<file path="src/inc/rx_front_pkg.sv">
// Purpose: Shared constants and types for the receive front-end control
// Assumes: 32-bit APB, one 20 MHz core clock
// Notes: Serial events reach the core as one-cycle strobes

package rx_front_pkg;

    // ------------------------------------------------------------
    // Register map (byte addresses)
    // ------------------------------------------------------------
    localparam logic [7:0] OFS_CTRL = 8'h00;
    localparam logic [7:0] OFS_STATUS = 8'h04;
    localparam logic [7:0] OFS_IRQ_STAT = 8'h08;
    localparam logic [7:0] OFS_IRQ_MASK = 8'h0c;
    localparam logic [7:0] CTRL_RESET = 8'h00;
    localparam logic [3:0] IRQ_MASK_RESET = 4'h0;

    // ------------------------------------------------------------
    // Interrupt bits
    // ------------------------------------------------------------
    localparam int IRQ_W = 4;
    localparam int IRQ_LOS_SET = 0;
    localparam int IRQ_LOS_CLR = 1;
    localparam int IRQ_LOCK_LOST = 2;
    localparam int IRQ_LOCK_GAINED = 3;

    // ------------------------------------------------------------
    // Loss-of-signal detector, in bit periods (clear threshold in transitions)
    // ------------------------------------------------------------
    localparam logic [7:0] LOS_QUIET_BITS = 8'h80;
    localparam logic [7:0] LOS_CLEAR_TRANS = 8'h10;
    localparam int LOS_WIN_BITS = 128;

    // ------------------------------------------------------------
    // Frequency monitor: 2^11 is about 500 ppm
    // ------------------------------------------------------------
    localparam int PPM_LIMIT = 500;
    localparam int PPM_TOL_SHIFT = 11;
    localparam int FREQ_WIN_LOG2 = 12;
    // log2 of recovered / reference clock ratio
    localparam logic [2:0] RATIO_X2 = 3'h1;
    localparam logic [2:0] RATIO_X8 = 3'h3;
    localparam logic [2:0] RATIO_X32 = 3'h5;

    typedef struct packed {
        logic serial_remote_loopback;
        logic analog_local_loopback;
        logic digital_local_loopback;
        logic internal_los_disable;
        logic recovery_bypass;
        logic line_rate_select;
        logic cdr_ref_source_select;
        logic ref_freq_select;
    } ctrl_t;

    typedef enum logic [1:0] {
        ST_REF_ACQ,
        ST_REF_HOLD,
        ST_DATA,
        ST_BYPASS
    } lock_state_t;

endpackage

</file>
<file path="src/logic/freq_window_monitor.sv">
// Purpose: Compare recovered clock ticks against reference ticks
// Assumes: Both tick inputs are one-cycle strobes on core_clk
// Notes: Verdict refreshes once per reference window

`timescale 1ns/1ps
`default_nettype none

module freq_window_monitor #(
    parameter int WIN_LOG2 = 12,
    parameter int TOL_SHIFT = 11
) (
    input wire logic core_clk,
    input wire logic nrst,
    input wire logic enable,
    input wire logic ref_tick,
    input wire logic rec_tick,
    input wire logic [2:0] ratio_shift,
    output logic freq_ok
);
    localparam int CW = WIN_LOG2 + 7;

    logic [WIN_LOG2-1:0] win_reg;
    logic [CW-1:0] rec_reg;
    logic [CW-1:0] rec_total;
    logic [CW-1:0] expected;
    logic [CW-1:0] tol;
    logic window_end;

    assign expected = (CW'(1) << WIN_LOG2) << ratio_shift;
    assign tol = expected >> TOL_SHIFT;
    assign rec_total = rec_reg + CW'(rec_tick);
    assign window_end = enable && ref_tick && (win_reg == '1);

    // ------------------------------------------------------------
    // Window counters
    // ------------------------------------------------------------
    always_ff @(posedge core_clk or negedge nrst) begin
        if (!nrst) begin
            win_reg <= '0;
            rec_reg <= '0;
            freq_ok <= 1'b0;
        end else if (!enable) begin
            win_reg <= '0;
            rec_reg <= '0;
            freq_ok <= 1'b0;
        end else if (window_end) begin
            win_reg <= '0;
            rec_reg <= '0;
            freq_ok <= (rec_total >= expected - tol) && (rec_total <= expected + tol);
        end else begin
            if (ref_tick) begin
                win_reg <= win_reg + 1'b1;
            end
            // Saturate so a runaway clock never wraps into range
            if (rec_tick && rec_reg != '1) begin
                rec_reg <= rec_total;
            end
        end
    end

endmodule

`default_nettype wire

</file>
<file path="src/logic/rx_front_ctrl.sv">
// Purpose: Receive front-end lock, loss-of-signal and mute control
// Assumes: Pins synchronous to core_clk; bit events arrive as strobes
// Notes: Registers over APB, zero wait state, read-clear interrupts

`timescale 1ns/1ps
`default_nettype none

module rx_front_ctrl (
    input wire logic core_clk,
    input wire logic nrst,
    input wire logic [7:0] paddr,
    input wire logic psel,
    input wire logic penable,
    input wire logic pwrite,
    input wire logic [31:0] pwdata,
    output logic [31:0] prdata,
    output logic pready,
    output logic pslverr,
    input wire logic ref_pll_locked,
    input wire logic ref_tick,
    input wire logic rec_tick,
    input wire logic serial_rx_input,
    input wire logic cdr_bit_strobe,
    input wire logic external_recovered_clock,
    input wire logic external_loss_n,
    input wire logic [7:0] rx_byte_in,
    input wire logic rx_byte_strobe,
    input wire logic loop_bit_in,
    output logic [7:0] rx_parallel_data,
    output logic rx_byte_valid,
    output logic tx_loop_bit,
    output logic remote_loop_mute,
    output logic rx_clk_from_ref,
    output logic cdr_enable,
    output logic cdr_use_aux_ref,
    output logic cdr_ref_is_19m,
    output logic cdr_out_622m,
    output logic irq
);
    import rx_front_pkg::*;

    // ------------------------------------------------------------
    // Declarations
    // ------------------------------------------------------------
    ctrl_t ctrl_reg;
    logic [IRQ_W-1:0] irq_mask_reg;
    logic [IRQ_W-1:0] irq_stat_reg;
    logic [IRQ_W-1:0] irq_stat_next;
    logic [IRQ_W-1:0] irq_events;
    lock_state_t state_reg;
    lock_state_t state_next;
    logic ext_clk_prev_reg;
    logic prev_bit_reg;
    logic [7:0] quiet_cnt_reg;
    logic [7:0] win_cnt_reg;
    logic [7:0] win_cnt_next;
    logic [LOS_WIN_BITS-1:0] hist_reg;
    logic internal_loss_detected_reg;
    logic los_prev_reg;
    logic los_combined;
    logic freq_ok;
    logic [2:0] ratio_shift;

    // ------------------------------------------------------------
    // APB decode
    // ------------------------------------------------------------
    wire setup_phase = psel && !penable;
    wire access_done = psel && penable && pready;
    wire hit_ctrl = (paddr == OFS_CTRL);
    wire hit_status = (paddr == OFS_STATUS);
    wire hit_stat = (paddr == OFS_IRQ_STAT);
    wire hit_mask = (paddr == OFS_IRQ_MASK);
    wire addr_hit = hit_ctrl || hit_status || hit_stat || hit_mask;
    wire wr_ctrl = access_done && pwrite && hit_ctrl;
    wire wr_mask = access_done && pwrite && hit_mask;
    wire rd_stat = access_done && !pwrite && hit_stat;
    wire [31:0] status_word = {26'h0, state_reg, freq_ok,
        state_reg == ST_DATA, los_combined, internal_loss_detected_reg};
    wire [31:0] rd_mux = hit_ctrl ? {24'h0, ctrl_reg} :
        hit_status ? status_word :
        hit_stat ? {28'h0, irq_stat_reg} :
        hit_mask ? {28'h0, irq_mask_reg} : 32'h0;

    // ------------------------------------------------------------
    // Serial bit source selection
    // ------------------------------------------------------------
    wire ext_clk_rise = external_recovered_clock && !ext_clk_prev_reg;
    wire bit_strobe = ctrl_reg.recovery_bypass ? ext_clk_rise : cdr_bit_strobe;
    wire trans = bit_strobe && (serial_rx_input != prev_bit_reg);
    wire quiet_over = !trans && (quiet_cnt_reg >= LOS_QUIET_BITS);

    // ------------------------------------------------------------
    // Loss and mute terms
    // ------------------------------------------------------------
    wire ext_loss = !external_loss_n;
    assign los_combined = internal_loss_detected_reg || ext_loss;
    wire local_loop = ctrl_reg.digital_local_loopback || ctrl_reg.analog_local_loopback;
    wire rx_mute = los_combined && !local_loop;
    // Detector output is already zero when disabled; external term stays
    wire remote_mute = ctrl_reg.serial_remote_loopback &&
        (internal_loss_detected_reg || ext_loss);

    // ------------------------------------------------------------
    // Reference ratio for the frequency monitor
    // ------------------------------------------------------------
    wire ref_is_19m = !ctrl_reg.cdr_ref_source_select && ctrl_reg.ref_freq_select;
    assign ratio_shift = ref_is_19m ?
        (ctrl_reg.line_rate_select ? RATIO_X32 : RATIO_X8) :
        (ctrl_reg.line_rate_select ? RATIO_X8 : RATIO_X2);

    freq_window_monitor #(
        .WIN_LOG2(FREQ_WIN_LOG2),
        .TOL_SHIFT(PPM_TOL_SHIFT)
    ) u_freq (
        .core_clk(core_clk),
        .nrst(nrst),
        .enable(!ctrl_reg.recovery_bypass),
        .ref_tick(ref_tick),
        .rec_tick(rec_tick),
        .ratio_shift(ratio_shift),
        .freq_ok(freq_ok)
    );

    // ------------------------------------------------------------
    // Lock state machine
    // ------------------------------------------------------------
    always_comb begin
        state_next = state_reg;
        case (state_reg)
            ST_REF_ACQ: begin
                if (ctrl_reg.recovery_bypass) begin
                    state_next = ST_BYPASS;
                end else if (ref_pll_locked) begin
                    state_next = ST_REF_HOLD;
                end
            end
            ST_REF_HOLD: begin
                if (ctrl_reg.recovery_bypass) begin
                    state_next = ST_BYPASS;
                end else if (!ref_pll_locked) begin
                    state_next = ST_REF_ACQ;
                end else if (!los_combined && freq_ok) begin
                    state_next = ST_DATA;
                end
            end
            ST_DATA: begin
                if (ctrl_reg.recovery_bypass) begin
                    state_next = ST_BYPASS;
                end else if (!freq_ok || los_combined) begin
                    state_next = ST_REF_HOLD;
                end
            end
            ST_BYPASS: begin
                if (!ctrl_reg.recovery_bypass) begin
                    state_next = ST_REF_ACQ;
                end
            end
            default: state_next = ST_REF_ACQ;
        endcase
    end

    always_ff @(posedge core_clk or negedge nrst) begin
        if (!nrst) begin
            state_reg <= ST_REF_ACQ;
            rx_clk_from_ref <= 1'b1;
            cdr_enable <= 1'b0;
            cdr_use_aux_ref <= 1'b0;
            cdr_ref_is_19m <= 1'b0;
            cdr_out_622m <= 1'b0;
        end else begin
            state_reg <= state_next;
            // Framer always sees a clock: reference-based unless on data or in bypass
            rx_clk_from_ref <= (state_next == ST_REF_ACQ) || (state_next == ST_REF_HOLD);
            cdr_enable <= !ctrl_reg.recovery_bypass;
            cdr_use_aux_ref <= ctrl_reg.cdr_ref_source_select;
            cdr_ref_is_19m <= ref_is_19m;
            cdr_out_622m <= ctrl_reg.line_rate_select;
        end
    end

    // ------------------------------------------------------------
    // Internal loss-of-signal detector
    // ------------------------------------------------------------
    assign win_cnt_next = win_cnt_reg + 8'(trans) - 8'(bit_strobe && hist_reg[LOS_WIN_BITS-1]);

    always_ff @(posedge core_clk or negedge nrst) begin
        if (!nrst) begin
            ext_clk_prev_reg <= 1'b0;
            prev_bit_reg <= 1'b0;
            quiet_cnt_reg <= 8'h00;
            win_cnt_reg <= 8'h00;
            hist_reg <= '0;
        end else begin
            ext_clk_prev_reg <= external_recovered_clock;
            if (bit_strobe) begin
                prev_bit_reg <= serial_rx_input;
                hist_reg <= {hist_reg[LOS_WIN_BITS-2:0], trans};
                win_cnt_reg <= win_cnt_next;
                if (trans) begin
                    quiet_cnt_reg <= 8'h00;
                end else if (quiet_cnt_reg != 8'hff) begin
                    quiet_cnt_reg <= quiet_cnt_reg + 8'h01;
                end
            end
        end
    end

    always_ff @(posedge core_clk or negedge nrst) begin
        if (!nrst) begin
            internal_loss_detected_reg <= 1'b0;
        end else if (ctrl_reg.internal_los_disable) begin
            internal_loss_detected_reg <= 1'b0;
        end else if (bit_strobe && quiet_over) begin
            internal_loss_detected_reg <= 1'b1;
        end else if (bit_strobe && win_cnt_next >= LOS_CLEAR_TRANS) begin
            internal_loss_detected_reg <= 1'b0;
        end
    end

    // ------------------------------------------------------------
    // Data paths and muting
    // ------------------------------------------------------------
    always_ff @(posedge core_clk or negedge nrst) begin
        if (!nrst) begin
            rx_parallel_data <= 8'h00;
            rx_byte_valid <= 1'b0;
            tx_loop_bit <= 1'b0;
            remote_loop_mute <= 1'b0;
        end else begin
            rx_byte_valid <= rx_byte_strobe;
            // Held at zero every cycle, not just on strobes
            if (rx_mute) begin
                rx_parallel_data <= 8'h00;
            end else if (rx_byte_strobe) begin
                rx_parallel_data <= rx_byte_in;
            end
            tx_loop_bit <= remote_mute ? 1'b0 : loop_bit_in;
            remote_loop_mute <= remote_mute;
        end
    end

    // ------------------------------------------------------------
    // Registers, interrupts and bus answer
    // ------------------------------------------------------------
    assign irq_events[IRQ_LOS_SET] = los_combined && !los_prev_reg;
    assign irq_events[IRQ_LOS_CLR] = !los_combined && los_prev_reg;
    assign irq_events[IRQ_LOCK_LOST] = (state_reg == ST_DATA) && (state_next == ST_REF_HOLD);
    assign irq_events[IRQ_LOCK_GAINED] = (state_reg != ST_DATA) && (state_next == ST_DATA);
    // Only bits actually returned are cleared; new events win
    assign irq_stat_next = (irq_stat_reg & ~(rd_stat ? prdata[IRQ_W-1:0] : '0)) | irq_events;

    always_ff @(posedge core_clk or negedge nrst) begin
        if (!nrst) begin
            ctrl_reg <= CTRL_RESET;
            irq_mask_reg <= IRQ_MASK_RESET;
            irq_stat_reg <= '0;
            los_prev_reg <= 1'b0;
            irq <= 1'b0;
            prdata <= 32'h0;
            pready <= 1'b0;
            pslverr <= 1'b0;
        end else begin
            if (wr_ctrl) begin
                ctrl_reg <= pwdata[7:0];
            end
            if (wr_mask) begin
                irq_mask_reg <= pwdata[IRQ_W-1:0];
            end
            irq_stat_reg <= irq_stat_next;
            los_prev_reg <= los_combined;
            irq <= |(irq_stat_next & irq_mask_reg);
            pready <= setup_phase;
            pslverr <= setup_phase && !addr_hit;
            if (setup_phase) begin
                prdata <= pwrite ? 32'h0 : rd_mux;
            end
        end
    end
endmodule

`default_nettype wire

</file>
<file path="config.mk">
export PLATFORM = sky130hd
export DESIGN_NAME = rx_front_ctrl
export DESIGN_NICKNAME = d
export VERILOG_FILES = /design/src/inc/rx_front_pkg.sv /design/src/logic/freq_window_monitor.sv /design/src/logic/rx_front_ctrl.sv
export SDC_FILE = /design/constraint.sdc
export NUM_CORES = 1
export LEC_CHECK = 0
export ABC_AREA = 1
export BUFFER_PORTS_ARGS = -buffer_cell sky130_fd_sc_hd__buf_2
export CELL_PAD_IN_SITES_DETAIL_PLACEMENT = 1
export CELL_PAD_IN_SITES_GLOBAL_PLACEMENT = 1
export CORE_ASPECT_RATIO = 0.5
export CORE_MARGIN = 2
export CORE_UTILIZATION = 48
export CTS_CLUSTER_DIAMETER = 200
export DETAILED_ROUTE_END_ITERATION = 8
export PLACE_DENSITY_LB_ADDON = 0.1
export SETUP_SLACK_MARGIN = 0.5
export SLEW_MARGIN = 20
export SYNTH_ARGS = -nofsm -noshare
export SYNTH_HDL_FRONTEND = slang
export SYNTH_SLANG_ARGS = --single-unit
export TNS_END_PERCENT = 1
</file>
<file path="constraint.sdc">
create_clock -name core_clk -period 5.99 [get_ports core_clk]
set_input_delay 1.198 -clock core_clk [delete_from_list [all_inputs] [get_ports core_clk]]
set_output_delay 1.198 -clock core_clk [all_outputs]
set_load 0.005 [all_outputs]
</file>
# Word level (Yosys, flattened, before mapping)
# Index checks and enable logic that the tools add are counted.
[word_totals]
reg_bits = 249
out_inout_bits = 51
word_cells = 155
[op_classes]
addsub = 7
order_cmp = 4
eq_ne = 13
n_shift = 1
muxes = 35
bitwise = 4
n_reduce_logical = 57
[ops]
columns = ["operator", "n"]
rows = [
  ["two-way mux 19 bit", 3],
  ["two-way mux 8 bit", 6],
  ["two-way mux 12 bit", 3],
  ["logical AND 1 bit", 27],
  ["adder 19 x 1 -> 19 bit", 1],
  ["adder 19 x 8 -> 19 bit", 1],
  [">= comparator 19 bit", 1],
  ["<= comparator 19 bit", 1],
  ["!= test 19 bit, second input constant", 1],
  ["left shift 13 x 3 -> 19 bit, first input constant", 1],
  ["subtractor 19 x 8 -> 19 bit", 1],
  ["two-way mux 2 bit", 9],
  ["== test 8 x 4 -> 1 bit, second input constant", 2],
  ["adder 12 x 1 -> 12 bit, second input constant", 1],
  ["== test 12 bit, second input constant", 1],
  ["logical NOT 1 bit", 12],
  ["two-way mux 4 bit", 3],
  ["nonzero test 3 bit", 3],
  ["adder 8 x 1 -> 8 bit", 1],
  ["adder 8 x 1 -> 8 bit, second input constant", 1],
  ["AND 4 bit", 2],
  ["== test 8 x 3 -> 1 bit, second input constant", 1],
  [">= comparator 8 x 5 -> 1 bit, second input constant", 1],
  [">= comparator 8 bit, second input constant", 1],
  ["other kinds (18)", 37],
]

# Longest topological paths before layout
# Gate-level depths: netlist of run 1.
[depth]
depth_word = 13
ltp_mapped = 21
ltp_nobuf = 19

# Cells and area by module
# A second synthesis of run 1 with hierarchy kept.
[unflattened]
hier_cells = 1339
hier_area_um2 = 11327.1
[by_module_without_submodules]
columns = ["module", "n_inst", "cells_per_inst", "area_per_inst_um2"]
rows = [
  ["rx_front_ctrl", 1, 912, 8300.5],
  ["freq_window_monitor", 1, 427, 3026.7],
]

# Worst setup path before layout of run 1
# No wires, ideal clock.
[synth_path]
path_kind = "input to register"
startpoint = "input port cdr_bit_strobe"
endpoint = "register internal_loss_detected_reg"
setup_time_ns = 0.118
arrival_ns = 3.847
t_required_ns = 5.872
slack_ns = 2.025
path_stages = 20
n_path_buf = 2
path_cell_list = "inv_1 o21ai_1 inv_1 clkbuf_1 clkbuf_1 nor2_1 ha_1 inv_1 ha_1 inv_1 fa_1 o21ai_0 nand2_1 nand2_1 a21oi_1 xor2_1 nand3_1 nand2_1 nand3b_1 nand2_1"
[synth_via]
elab_chain_len = 7
word_cells_on_any_way = 13
classes_between = "add/sub (2); order compare (1); mux (3); reduce/logical (7)"
[synth_lines]
columns = ["element", "line", "rtl"]
rows = [
  ["start, declared", "rx_front_ctrl.sv:23", "input wire logic cdr_bit_strobe,"],
  ["two-way mux 1 bit (*)", "rx_front_ctrl.sv:88", "wire bit_strobe = ctrl_reg.recovery_bypass ? ext_clk_rise : cdr_bit_strobe;"],
  ["logical AND 1 bit", "rx_front_ctrl.sv:89", "wire trans = bit_strobe && (serial_rx_input != prev_bit_reg);"],
  ["adder 8 x 1 -> 8 bit / logical NOT 1 bit (equally long branches)", "rx_front_ctrl.sv:184, rx_front_ctrl.sv:90", ""],
  ["subtractor 8 x 1 -> 8 bit / logical AND 1 bit (equally long branches)", "rx_front_ctrl.sv:184, rx_front_ctrl.sv:90", ""],
  [">= comparator 8 x 5 -> 1 bit / logical AND 1 bit (equally long branches)", "rx_front_ctrl.sv:215, rx_front_ctrl.sv:213", ""],
  ["logical AND 1 bit / two-way mux 1 bit (equally long branches)", "rx_front_ctrl.sv:215, rx_front_ctrl.sv:213", ""],
  ["nonzero test 3 bit (no source line) / two-way mux 1 bit (equally long branches)", "-", ""],
  ["end signal, assigned", "rx_front_ctrl.sv:212", "internal_loss_detected_reg <= 1'b0;"],
  ["end signal, assigned", "rx_front_ctrl.sv:214", "internal_loss_detected_reg <= 1'b1;"],
  ["end signal, assigned", "rx_front_ctrl.sv:216", "internal_loss_detected_reg <= 1'b0;"],
  ["end, declared", "rx_front_ctrl.sv:58", "logic internal_loss_detected_reg;"],
]
# Mark *: on every way between the ends. The rest lies on a longest branch, timed or not.
# A chain may end at the register's enable or synchronous reset.

# Worst setup path in the final report of run 1
# Same ends and word-level chain as after synthesis.

==> metrics.cfg, run 1 <==
[setup_path]
critPathRequiredTime_ps=6390
startpoint=cdr_bit_strobe
cp-start-kind=primary input
r2r-start=ctrl_reg[3]
cp_max_fo=25
crit_type=in2reg
arrival_ps=4480
critPathCaptureType=flop
r2r_cells=17

[place]
place_ws_ps=1340
gp_congestion=0.863
dpl_cell_area_sq_um=11200
hpwl_mm=17.4
port_buffers=64
dpl.cell_count=1595

[final_layout]
layout-drive-gt1-share_pct=9.30
fillCellCount=2663
regArea_sq_um=5630
area_growth_syn_to_layout_pct=11.9
largest_reg_flops=128
multi_input_area_sq_um=4040
fin_cells=1634
final_nets=1413
n_antenna_cell=0
postLayoutCellArea_sq_um=11900

[synthesis]
yosys_warnings=0
synthDistinctLibCells=50
ys.flop_type=dfrtp_1
yosysTopAreaCellShare_pct=52.5
synth.area.top_cells=dfrtp_1 53%, nand2_1 10%, o21ai_0 7.8%, inv_1 7.0%, ha_1 3.6%
synth_largest_area_cell=dfrtp_1
ys_ff_latch=225
synth_area_sq_um=10700
ys_async_sr_fraction_pct=100
synth.avg_cell_area_sq_um=8.42
synthCells=1267
synth_edf_count=0
seq_area_frac_synth_pct=52.8

[cts]
hold_buffers=0
cts-htree-levels=1
cts.clk_slew.worst_paths_ps=60
post_cts_buffers=0
cts_made_buffers=22
cts_tree=yes
cts_resized=0
cts.path.max_buffers=3
clk-insertion-delay-late_ps=510
clock-sinks=225
cts-root-buf=clkbuf_16

[sta]
hold_violations=0
setup_ws_ps=1910
fmax_ghz=0.245
fin_crit_ps=4080
finalCritPeriodShare_pct=68.1
tightest_slew_ps=1040
slew_headroom_pct=30.6
slew_viol_final=0
rsz0062_at_grt=false
tns_ps=0
finalSetupViolations=0
fin_skew_ps=12.1

[global_routing]
grt_pass1_wl_mm=43.8
antenna_found_initial=0
grt_max_degree=123
grt_usage_pct=22.7
grt_overflow=0
grt_pass1_vias=9073

[outcome]
outcome=completed

[detailed_routing]
ant_nets=0
avgViaCountPerCell=5.20
drtPass1Iterations=5
drc=0
drt_iter0_drc=513
vias=8489
post_drt_wl_per_cell_um=15.6
routed_wl_mm=25.5

[pwr]
power_density_nw_per_um2=357
vdd_drop_max_mv=0.165
cellLeakagePower_nw=5.98
power.total_mw=4.26

[die]
io_pins=113
rows=38
initial_core_util_pct=49.1
dieArea_sq_um=23500
die_height_um=109
coreArea_sq_um=21700
die_w_um=215

[worst_hold_path]
worstHoldStart=ctrl_reg[1]
holdPathStages=0
hold_path_class=reg2reg

[flow_run]
cap_viol_max_count=0

## per-stage QoR
step	hold slack [ps]	utilization (%)
3_3_place_gp	421	51.4
5_1_grt	449	55.0
2_1_floorplan	395	-
3_5_place_dp	418	51.4
4_1_cts	433	55.0
6_report	431	55.0
## worst paths after layout
| path | end | slack (ps) |
|---|---|---|
| min in group asynchronous | u_freq.rec_reg[9] | 720 |
| hold / removal | cdr_use_aux_ref | 430 |
| setup / recovery | internal_loss_detected_reg | 1910 |
| setup reg to reg | internal_loss_detected_reg | 2130 |
| max in group asynchronous | hist_reg[43] | 4130 |
| hold reg to reg | cdr_use_aux_ref | 430 |
## synthesized netlist by cell type (all sizes together) (4+ instances only)
cell and instances:
nand2 301, nor2 79, o22ai 17, o211ai 4
dfrtp 224, ha 31, nand3 67, inv 199
clkbuf 30, buf 33, nor3 15, nand4 15
xnor2 5, xor2 5, a21oi 32, o21ai 168
a31oi 10
## cells by family (layout without fill, tap and decap cells)
family / after synthesis / after routing / synth area share (%)
AND/OR/NAND/NOR: 489 / 489 / 19.4
buffers and inverters: 263 / 307 / 10.3
AO/OA/AOI/OAI: 246 / 246 / 12.7
flip-flops: 225 / 225 / 52.8
adder cells (fa/ha/maj): 32 / 32 / 3.82
XOR/XNOR: 10 / 10 / 0.821
other: 1 / 24 / 0.0351
multiplexers: 1 / 1 / 0.106
## power breakdown
group	total, mW	switching, mW	internal, mW
registers	1.92	0.154	1.76
clock network	1.49	0.599	0.886
logic	0.860	0.547	0.313
## cells in the final DEF, fill, tap and decap left out, types with 6 or more instances in the layout
cell and n:
conb_1 24, nand4_1 15, nor2_2 6, clkbuf_8 6, ha_1 31, a31oi_1 10
a21oi_1 32, nor2_1 72, nand2_1 298, dfrtp_1 224, clkbuf_16 22, nor3_1 14
inv_1 198, nand3_1 66, buf_2 63, o22ai_1 17, o21ai_0 166
## layer usage
layer	vias up	global-route usage, %	part of all wire [%]
met2	94	41.4	51
met1	4238	28.6	45
met5	-	0	0
met3	51	3.43	2.4
met4	0	6.30	2.4
li1	4106	-	-
## worst max-delay path: stages
cell	delay [ps]
buf_2	70
inv_1	50
o21ai_4	540
clkinv_2	440
nor2_1	210
ha_1	250
inv_1	70
ha_1	160
inv_1	60
fa_1	390
o21ai_0	300
nand2_1	90
nand2_1	80
a21oi_1	70
xor2_1	150
nand3_1	80
nand2_1	50
nand3b_1	120
nand2_1	60
## final cells by class
class	count	area share, %
Clock buffer	32	5.43
Clock inverter	7	1.07
Inverter	200	6.30
Multi-Input combinational cell	802	33.8
Sequential cell	225	47.2
Tap cell	300	3.14
Timing Repair Buffer	68	3.12
(Power assumes the default switching activity.)
==> run 2: changes to the inputs <==
--- a/config.mk
+++ b/config.mk
@@ -5,13 +5,13 @@
 export SDC_FILE = /design/constraint.sdc
 export NUM_CORES = 1
 export LEC_CHECK = 0
-export ABC_AREA = 1
+export ABC_AREA = 0
 export BUFFER_PORTS_ARGS = -buffer_cell sky130_fd_sc_hd__buf_2
 export CELL_PAD_IN_SITES_DETAIL_PLACEMENT = 1
 export CELL_PAD_IN_SITES_GLOBAL_PLACEMENT = 1
 export CORE_ASPECT_RATIO = 0.5
 export CORE_MARGIN = 2
-export CORE_UTILIZATION = 48
+export CORE_UTILIZATION = 41
 export CTS_CLUSTER_DIAMETER = 200
 export DETAILED_ROUTE_END_ITERATION = 8
 export PLACE_DENSITY_LB_ADDON = 0.1
==> constraint.sdc (replaced) <==
create_clock -name core_clk -period 3.5 [get_ports core_clk]
set_input_delay 0.7 -clock core_clk [delete_from_list [all_inputs] [get_ports core_clk]]
set_output_delay 0.7 -clock core_clk [all_outputs]
set_load 0.005 [all_outputs]
==> run 2 against run 1 <==
- worst setup slack got worse by 1400 ps
- largest cell class unchanged
- hold slack worse by 280 ps
- power is 66% higher
- critical path depth fell by 8
- die area grew 17%
==> metrics.cfg, run 2 <==
[setup_path]
arrival_ps=3370
critPathRequiredTime_ps=3910
cp-start-kind=flop
critPathCaptureType=flop
crit_type=reg2reg
cp_max_fo=6

[flow_run]
cap_viol_max_count=0

[die]
io_pins=113
dieArea_sq_um=27600
die_height_um=118
die_w_um=233
initial_core_util_pct=42.2
rows=41
coreArea_sq_um=25400

[final_layout]
largest_reg_flops=128
final_nets=1333
layout-drive-gt1-share_pct=14.2
n_antenna_cell=0
mostFrequentLayoutCell=nand2_1
area_growth_syn_to_layout_pct=15.0
fillCellCount=2976
layout_common_cells=450 x nand2_1, 221 x dfrtp_1, 65 x nor2_1

[pwr]
power_frac_seq_pct=42.7
p_sw_mw=2.04
power_density_nw_per_um2=572
vdd_drop_max_mv=0.286
power_frac_clock_pct=38.8
p_sw_share_pct=28.8
pwr-share-comb_pct=18.5
internal-power_mw=5.02
cellLeakagePower_nw=6.48

[sta]
tightest_slew_ps=1050
slew_viol_final=0
hold_violations=0
slew_headroom_pct=29.7
finalCritPeriodShare_pct=84.5
fin_skew_ps=14.0
fin_crit_ps=2960
finalSetupViolations=0
rsz0062_at_grt=true
fmax_ghz=0.338
setup_ws_ps=543
hold_ws_ps=154

[synthesis]
synth.area.top_cells=dfrtp_1 52%, nand2_1 16%, ha_1 3.6%, nor2_1 2.3%, xor2_1 2.1%
ys.flop_type=dfrtp_1
synth_area_sq_um=10700
yosysTopAreaCellShare_pct=52.2
synth.most_common_cell=nand2_1
synth_compound_area_share_pct=6.78
ys_async_sr_fraction_pct=100
synthXorXnorAreaFrac_pct=4.15
yosys-top-cells-count=453 x nand2_1, 224 x dfrtp_1, 67 x nor2_1, 37 x o21ai_0, 35 x clkbuf_1
synth_edf_count=0
synth_largest_area_cell=dfrtp_1
synth.avg_cell_area_sq_um=9.07
synth_top_family_by_area=simple AND/OR/NAND/NOR gates
yosys.area_share.simple_pct=25.1
yosys_warnings=0
synthMuxAreaShare_pct=2.75
synthDistinctLibCells=76
synthCells=1183
synthAdderAreaFrac_pct=4.09
seq_area_frac_synth_pct=52.5
ys_ff_latch=225

[global_routing]
grt_usage_pct=18.1
antenna_found_initial=0
grt_overflow=0
grt_pass1_vias=8433
grt_max_degree=101
grt_pass1_wl_mm=41.4

[detailed_routing]
ant_nets=0
post_drt_wl_per_cell_um=15.2
drtPass1Iterations=4
drc=0
routed_wl_mm=24.4
avgViaCountPerCell=5.07
vias=8112
drt_iter0_drc=388

[cts]
cts_tree=yes
cts_made_buffers=22
clock-sinks=225
clk-insertion-delay-late_ps=540
hold_buffers=0
cts.path.max_buffers=3
cts-htree-levels=1
cts.clk_slew.worst_paths_ps=70
cts-root-buf=clkbuf_16

[worst_hold_path]
hold_path_class=in2async

[place]
port_buffers=64
hpwl_mm=16.0
gp_congestion=0.805
place_ws_ps=-1.56

[outcome]
outcome=completed

run 2: through the flow:
step / util (%) / power (mW) / TNS, ps / area, sq um / std cells
5_1_grt: 48.5 / 7.45 / 0 / 12300 / 1599
3_5_place_dp: 44.9 / 4.30 / -1.56 / 11400 / 1556
3_3_place_gp: 44.9 / 4.22 / 0 / 11400 / 1556
6_report: 48.5 / 7.06 / 0 / 12300 / 1599
2_1_floorplan: - / 3.97 / 0 / 10900 / 1206
4_1_cts: 48.3 / 7.10 / 0 / 12300 / 1596
run 2: what timing repair did:
action | CTS | global route
pin swaps | 0 | 11
resized for setup | 3 | 12
buffers inserted | 0 | 3
setup endpoints to repair | 2 | 3
run 2: final timing paths:
kind / start / to / slack (ps) / cells past startpoint
max: u_freq.rec_reg[0] / u_freq.freq_ok / 540 / 11
min: nrst / u_freq.rec_reg[5] / 150 / 1
max reg2reg: u_freq.rec_reg[0] / u_freq.freq_ok / 540 / 11
min reg2reg: hist_reg[40] / hist_reg[40] / 460 / 2
max in group asynchronous: nrst / hist_reg[94] / 2580 / 2
min in group core_clk: external_recovered_clock / ext_clk_prev_reg / 310 / 1
run 2: final cells by class:
type | instances | area [sq um] | area share [%]
Clock buffer | 25 | 572 | 4.63
Inverter | 28 | 105 | 0.851
Multi-Input combinational cell | 879 | 4800 | 38.9
Timing Repair Buffer | 83 | 536 | 4.34
Sequential cell | 225 | 5640 | 45.7
Tap cell | 344 | 430 | 3.49
Clock inverter | 15 | 267 | 2.16
run 2: routing by layer:
metal | track usage, % | up-vias | wire [um]
met2 | 30.8 | 84 | 11600
met1 | 24.2 | 4088 | 11700
met5 | 0 | - | 0
met3 | 3.04 | 31 | 587
met4 | 3.98 | 0 | 421
li1 | - | 3909 | -
run 2: power by group through the flow:
stage / logic (mW) / registers, mW / clock network (mW)
after floorplan: 1.02 / 2.95 / 0
after global placement: 1.19 / 3.03 / 0
after detailed placement: 1.26 / 3.04 / 0
after CTS: 1.28 / 3.00 / 2.82
after global routing: 1.48 / 3.04 / 2.92
final: 1.31 / 3.01 / 2.74
run 2: logic make-up (layout without fill, tap and decap cells):
| kind of cell | count (synthesis) | in the layout |
|---|---|---|
| compound gates | 114 | 114 |
| flops | 225 | 225 |
| fa+ha+maj | 35 | 35 |
| other cells | 1 | 24 |
| xor+xnor | 50 | 50 |
| buf+inv | 102 | 151 |
| simple gates | 628 | 628 |
| mux | 28 | 28 |
run 2: worst max-delay path, stage by stage, from the launching register on:
cell	delay, ps
dfrtp_1	420
ha_4	200
ha_4	190
xor2_2	140
ha_1	310
or2_1	250
a21o_1	170
maj3_2	330
a32oi_1	200
nand3_1	110
o211a_1	240
o32a_1	270
==> run 3: changes to the inputs <==
--- a/config.mk
+++ b/config.mk
@@ -11,7 +11,7 @@
 export CELL_PAD_IN_SITES_GLOBAL_PLACEMENT = 1
 export CORE_ASPECT_RATIO = 0.5
 export CORE_MARGIN = 2
-export CORE_UTILIZATION = 41
+export CORE_UTILIZATION = 45
 export CTS_CLUSTER_DIAMETER = 200
 export DETAILED_ROUTE_END_ITERATION = 8
 export PLACE_DENSITY_LB_ADDON = 0.1
==> constraint.sdc (replaced) <==
create_clock -name core_clk -period 3 [get_ports core_clk]
set_input_delay 0.6 -clock core_clk [delete_from_list [all_inputs] [get_ports core_clk]]
set_output_delay 0.6 -clock core_clk [all_outputs]
set_load 0.005 [all_outputs]
==> run 3 against run 2 <==
- routed wire length is 2.7% higher
- maximum frequency increased by 1.2%
- sequential power rose by 17%
- hold slack worse by 130 ps
- die area decreased by 8.7%
- clock power up 2%
- worst setup slack lost 470 ps
- clock skew fell by 1.7 ps
- largest power group unchanged
- cell count down 0.13%
- combinational power increased by 35%
- critical path depth grew 3
- first-iteration DRC count grew 19%
==> metrics.cfg, run 3 (synthesized netlist as in run 2, its figures left out) <==
[detailed_routing]
ant_nets=0
post_drt_wl_per_cell_um=15.7
avgViaCountPerCell=5.13
vias=8190
routed_wl_mm=25.0
drt_iter0_drc=462
drtPass1Iterations=4
drc=0

[place]
port_buffers=64
gp_congestion=0.840
hpwl_mm=16.8
dpl.cell_count=1545

[setup_path]
arrival_ps=3330
r2r-start=u_freq.rec_reg[0]
startpoint=u_freq.rec_reg[0]
cp_max_fo=3
critPathRequiredTime_ps=3400
cp-start-kind=flop
crit_type=reg2reg
critPathCaptureType=flop

[die]
coreArea_sq_um=23100
initial_core_util_pct=46.4
die_w_um=222
dieArea_sq_um=25200
rows=39
io_pins=113
die_height_um=113

[final_layout]
area_growth_syn_to_layout_pct=16.3
largest_reg_flops=128
final_nets=1367
layout_common_cells=452 x nand2_1, 221 x dfrtp_1, 65 x nor2_1
mostFrequentLayoutCell=nand2_1
n_antenna_cell=0
fin_util_pct=53.9
layout-drive-gt1-share_pct=16.2
fin_cells=1597

[cts]
cts.clk_slew.worst_paths_ps=60
cts_made_buffers=23
cts-htree-levels=1
cts.path.max_buffers=3
cts_tree=yes
cts-root-buf=clkbuf_16
clk-insertion-delay-late_ps=530
clock-sinks=225

[pwr]
cellLeakagePower_nw=6.62
vdd_drop_max_mv=0.452
power_density_nw_per_um2=648

[global_routing]
grt_usage_pct=20.6
antenna_found_initial=0
grt_pass1_wl_mm=43.0
grt_max_degree=137
grt_overflow=0
grt_pass1_vias=8845

[sta]
slew_viol_final=0
fin_crit_ps=2920
hold_violations=0
rsz0062_at_grt=true
hold_ws_ps=23.2
finalSetupViolations=0
fin_skew_ps=12.3
tightest_slew_ps=974
finalCritPeriodShare_pct=97.4
fmax_ghz=0.342
slew_headroom_pct=34.6

[flow_run]
cap_viol_max_count=0

[worst_hold_path]
hold_path_class=in2async

[outcome]
outcome=completed

-- run 3: cell count changes in the layout (fill, tap and decap cells not counted), moves of 2 or more --
cell	previous run	this run
nand2_2	3	1
clkbuf_8	1	5
a21oi_2	2	5
xnor2_2	1	3
inv_2	4	2
a21oi_1	28	25
xnor2_1	23	21
o21ai_1	3	5
buf_4	14	46
bufinv_16	6	0
nand2_1	450	452
o21ai_0	36	34
clkbuf_1	2	7
buf_6	0	2
-- run 3: cell type report --
cell class	instances	area [sq um]
tap	307	384
inverter	28	105
multi-input combinational	879	4840
clock buffer	35	671
timing repair buffer	116	778
sequential	225	5640
clock inverter	7	62.6
fill	2664	10700
-- run 3: layer usage --
| metal | track usage (%) | share of wire, % | vias to the layer above |
|---|---|---|---|
| met5 | 0 | 0 | - |
| met4 | 3.76 | 1.5 | 0 |
| met3 | 3.69 | 2.9 | 33 |
| met2 | 38.0 | 50 | 91 |
| met1 | 25.6 | 45 | 4106 |
| li1 | - | - | 3960 |
-- run 3: per-stage QoR --
| step | total power, mW | instance area, sq um | setup TNS [ps] | setup WS, ps |
|---|---|---|---|---|
| 2_1_floorplan | 4.63 | 10900 | -130 | -74.1 |
| 3_3_place_gp | 5.04 | 11600 | -350 | -252 |
| 3_5_place_dp | 5.15 | 11600 | -531 | -302 |
| 4_1_cts | 8.06 | 12400 | 0 | 86.3 |
| 5_1_grt | 8.54 | 12500 | -106 | -79.7 |
| 6_report | 8.08 | 12500 | 0 | 77.0 |
-- run 3: path summary, 6_finish.rpt --
path,to,slack [ps],cells past startpoint
setup / recovery,u_freq.freq_ok,80,14
hold / removal,u_freq.rec_reg[9],20,1
setup reg to reg,u_freq.freq_ok,80,14
hold reg to reg,cdr_use_aux_ref,450,0
max in group asynchronous,hist_reg[37],2260,2
min in group core_clk,ext_clk_prev_reg,200,1
-- run 3: where the power goes --
group          leakage, nW  switching [mW]  internal, mW
Clock                0.359            1.23          1.56
Sequential            3.04           0.247          3.26
Combinational         3.22           0.936         0.838
-- run 3: what timing repair did --
item	4_1_cts	5_1_grt
hold buffers	0	0
buffers inserted	6	4
pin swaps	7	17
resized for setup	3	21
endpoints found under the setup margin	5	7
-- run 3: critical path, cell delays in order (launching register included) --
cell,delay [ps]
dfrtp_1,390
ha_4,160
ha_4,150
buf_6,100
nand3_4,80
nor2_4,150
nand4_1,200
xnor2_2,210
ha_1,320
nand4_1,120
a21oi_2,50
a32oi_1,230
nand3_1,120
o211a_1,230
o32a_1,290
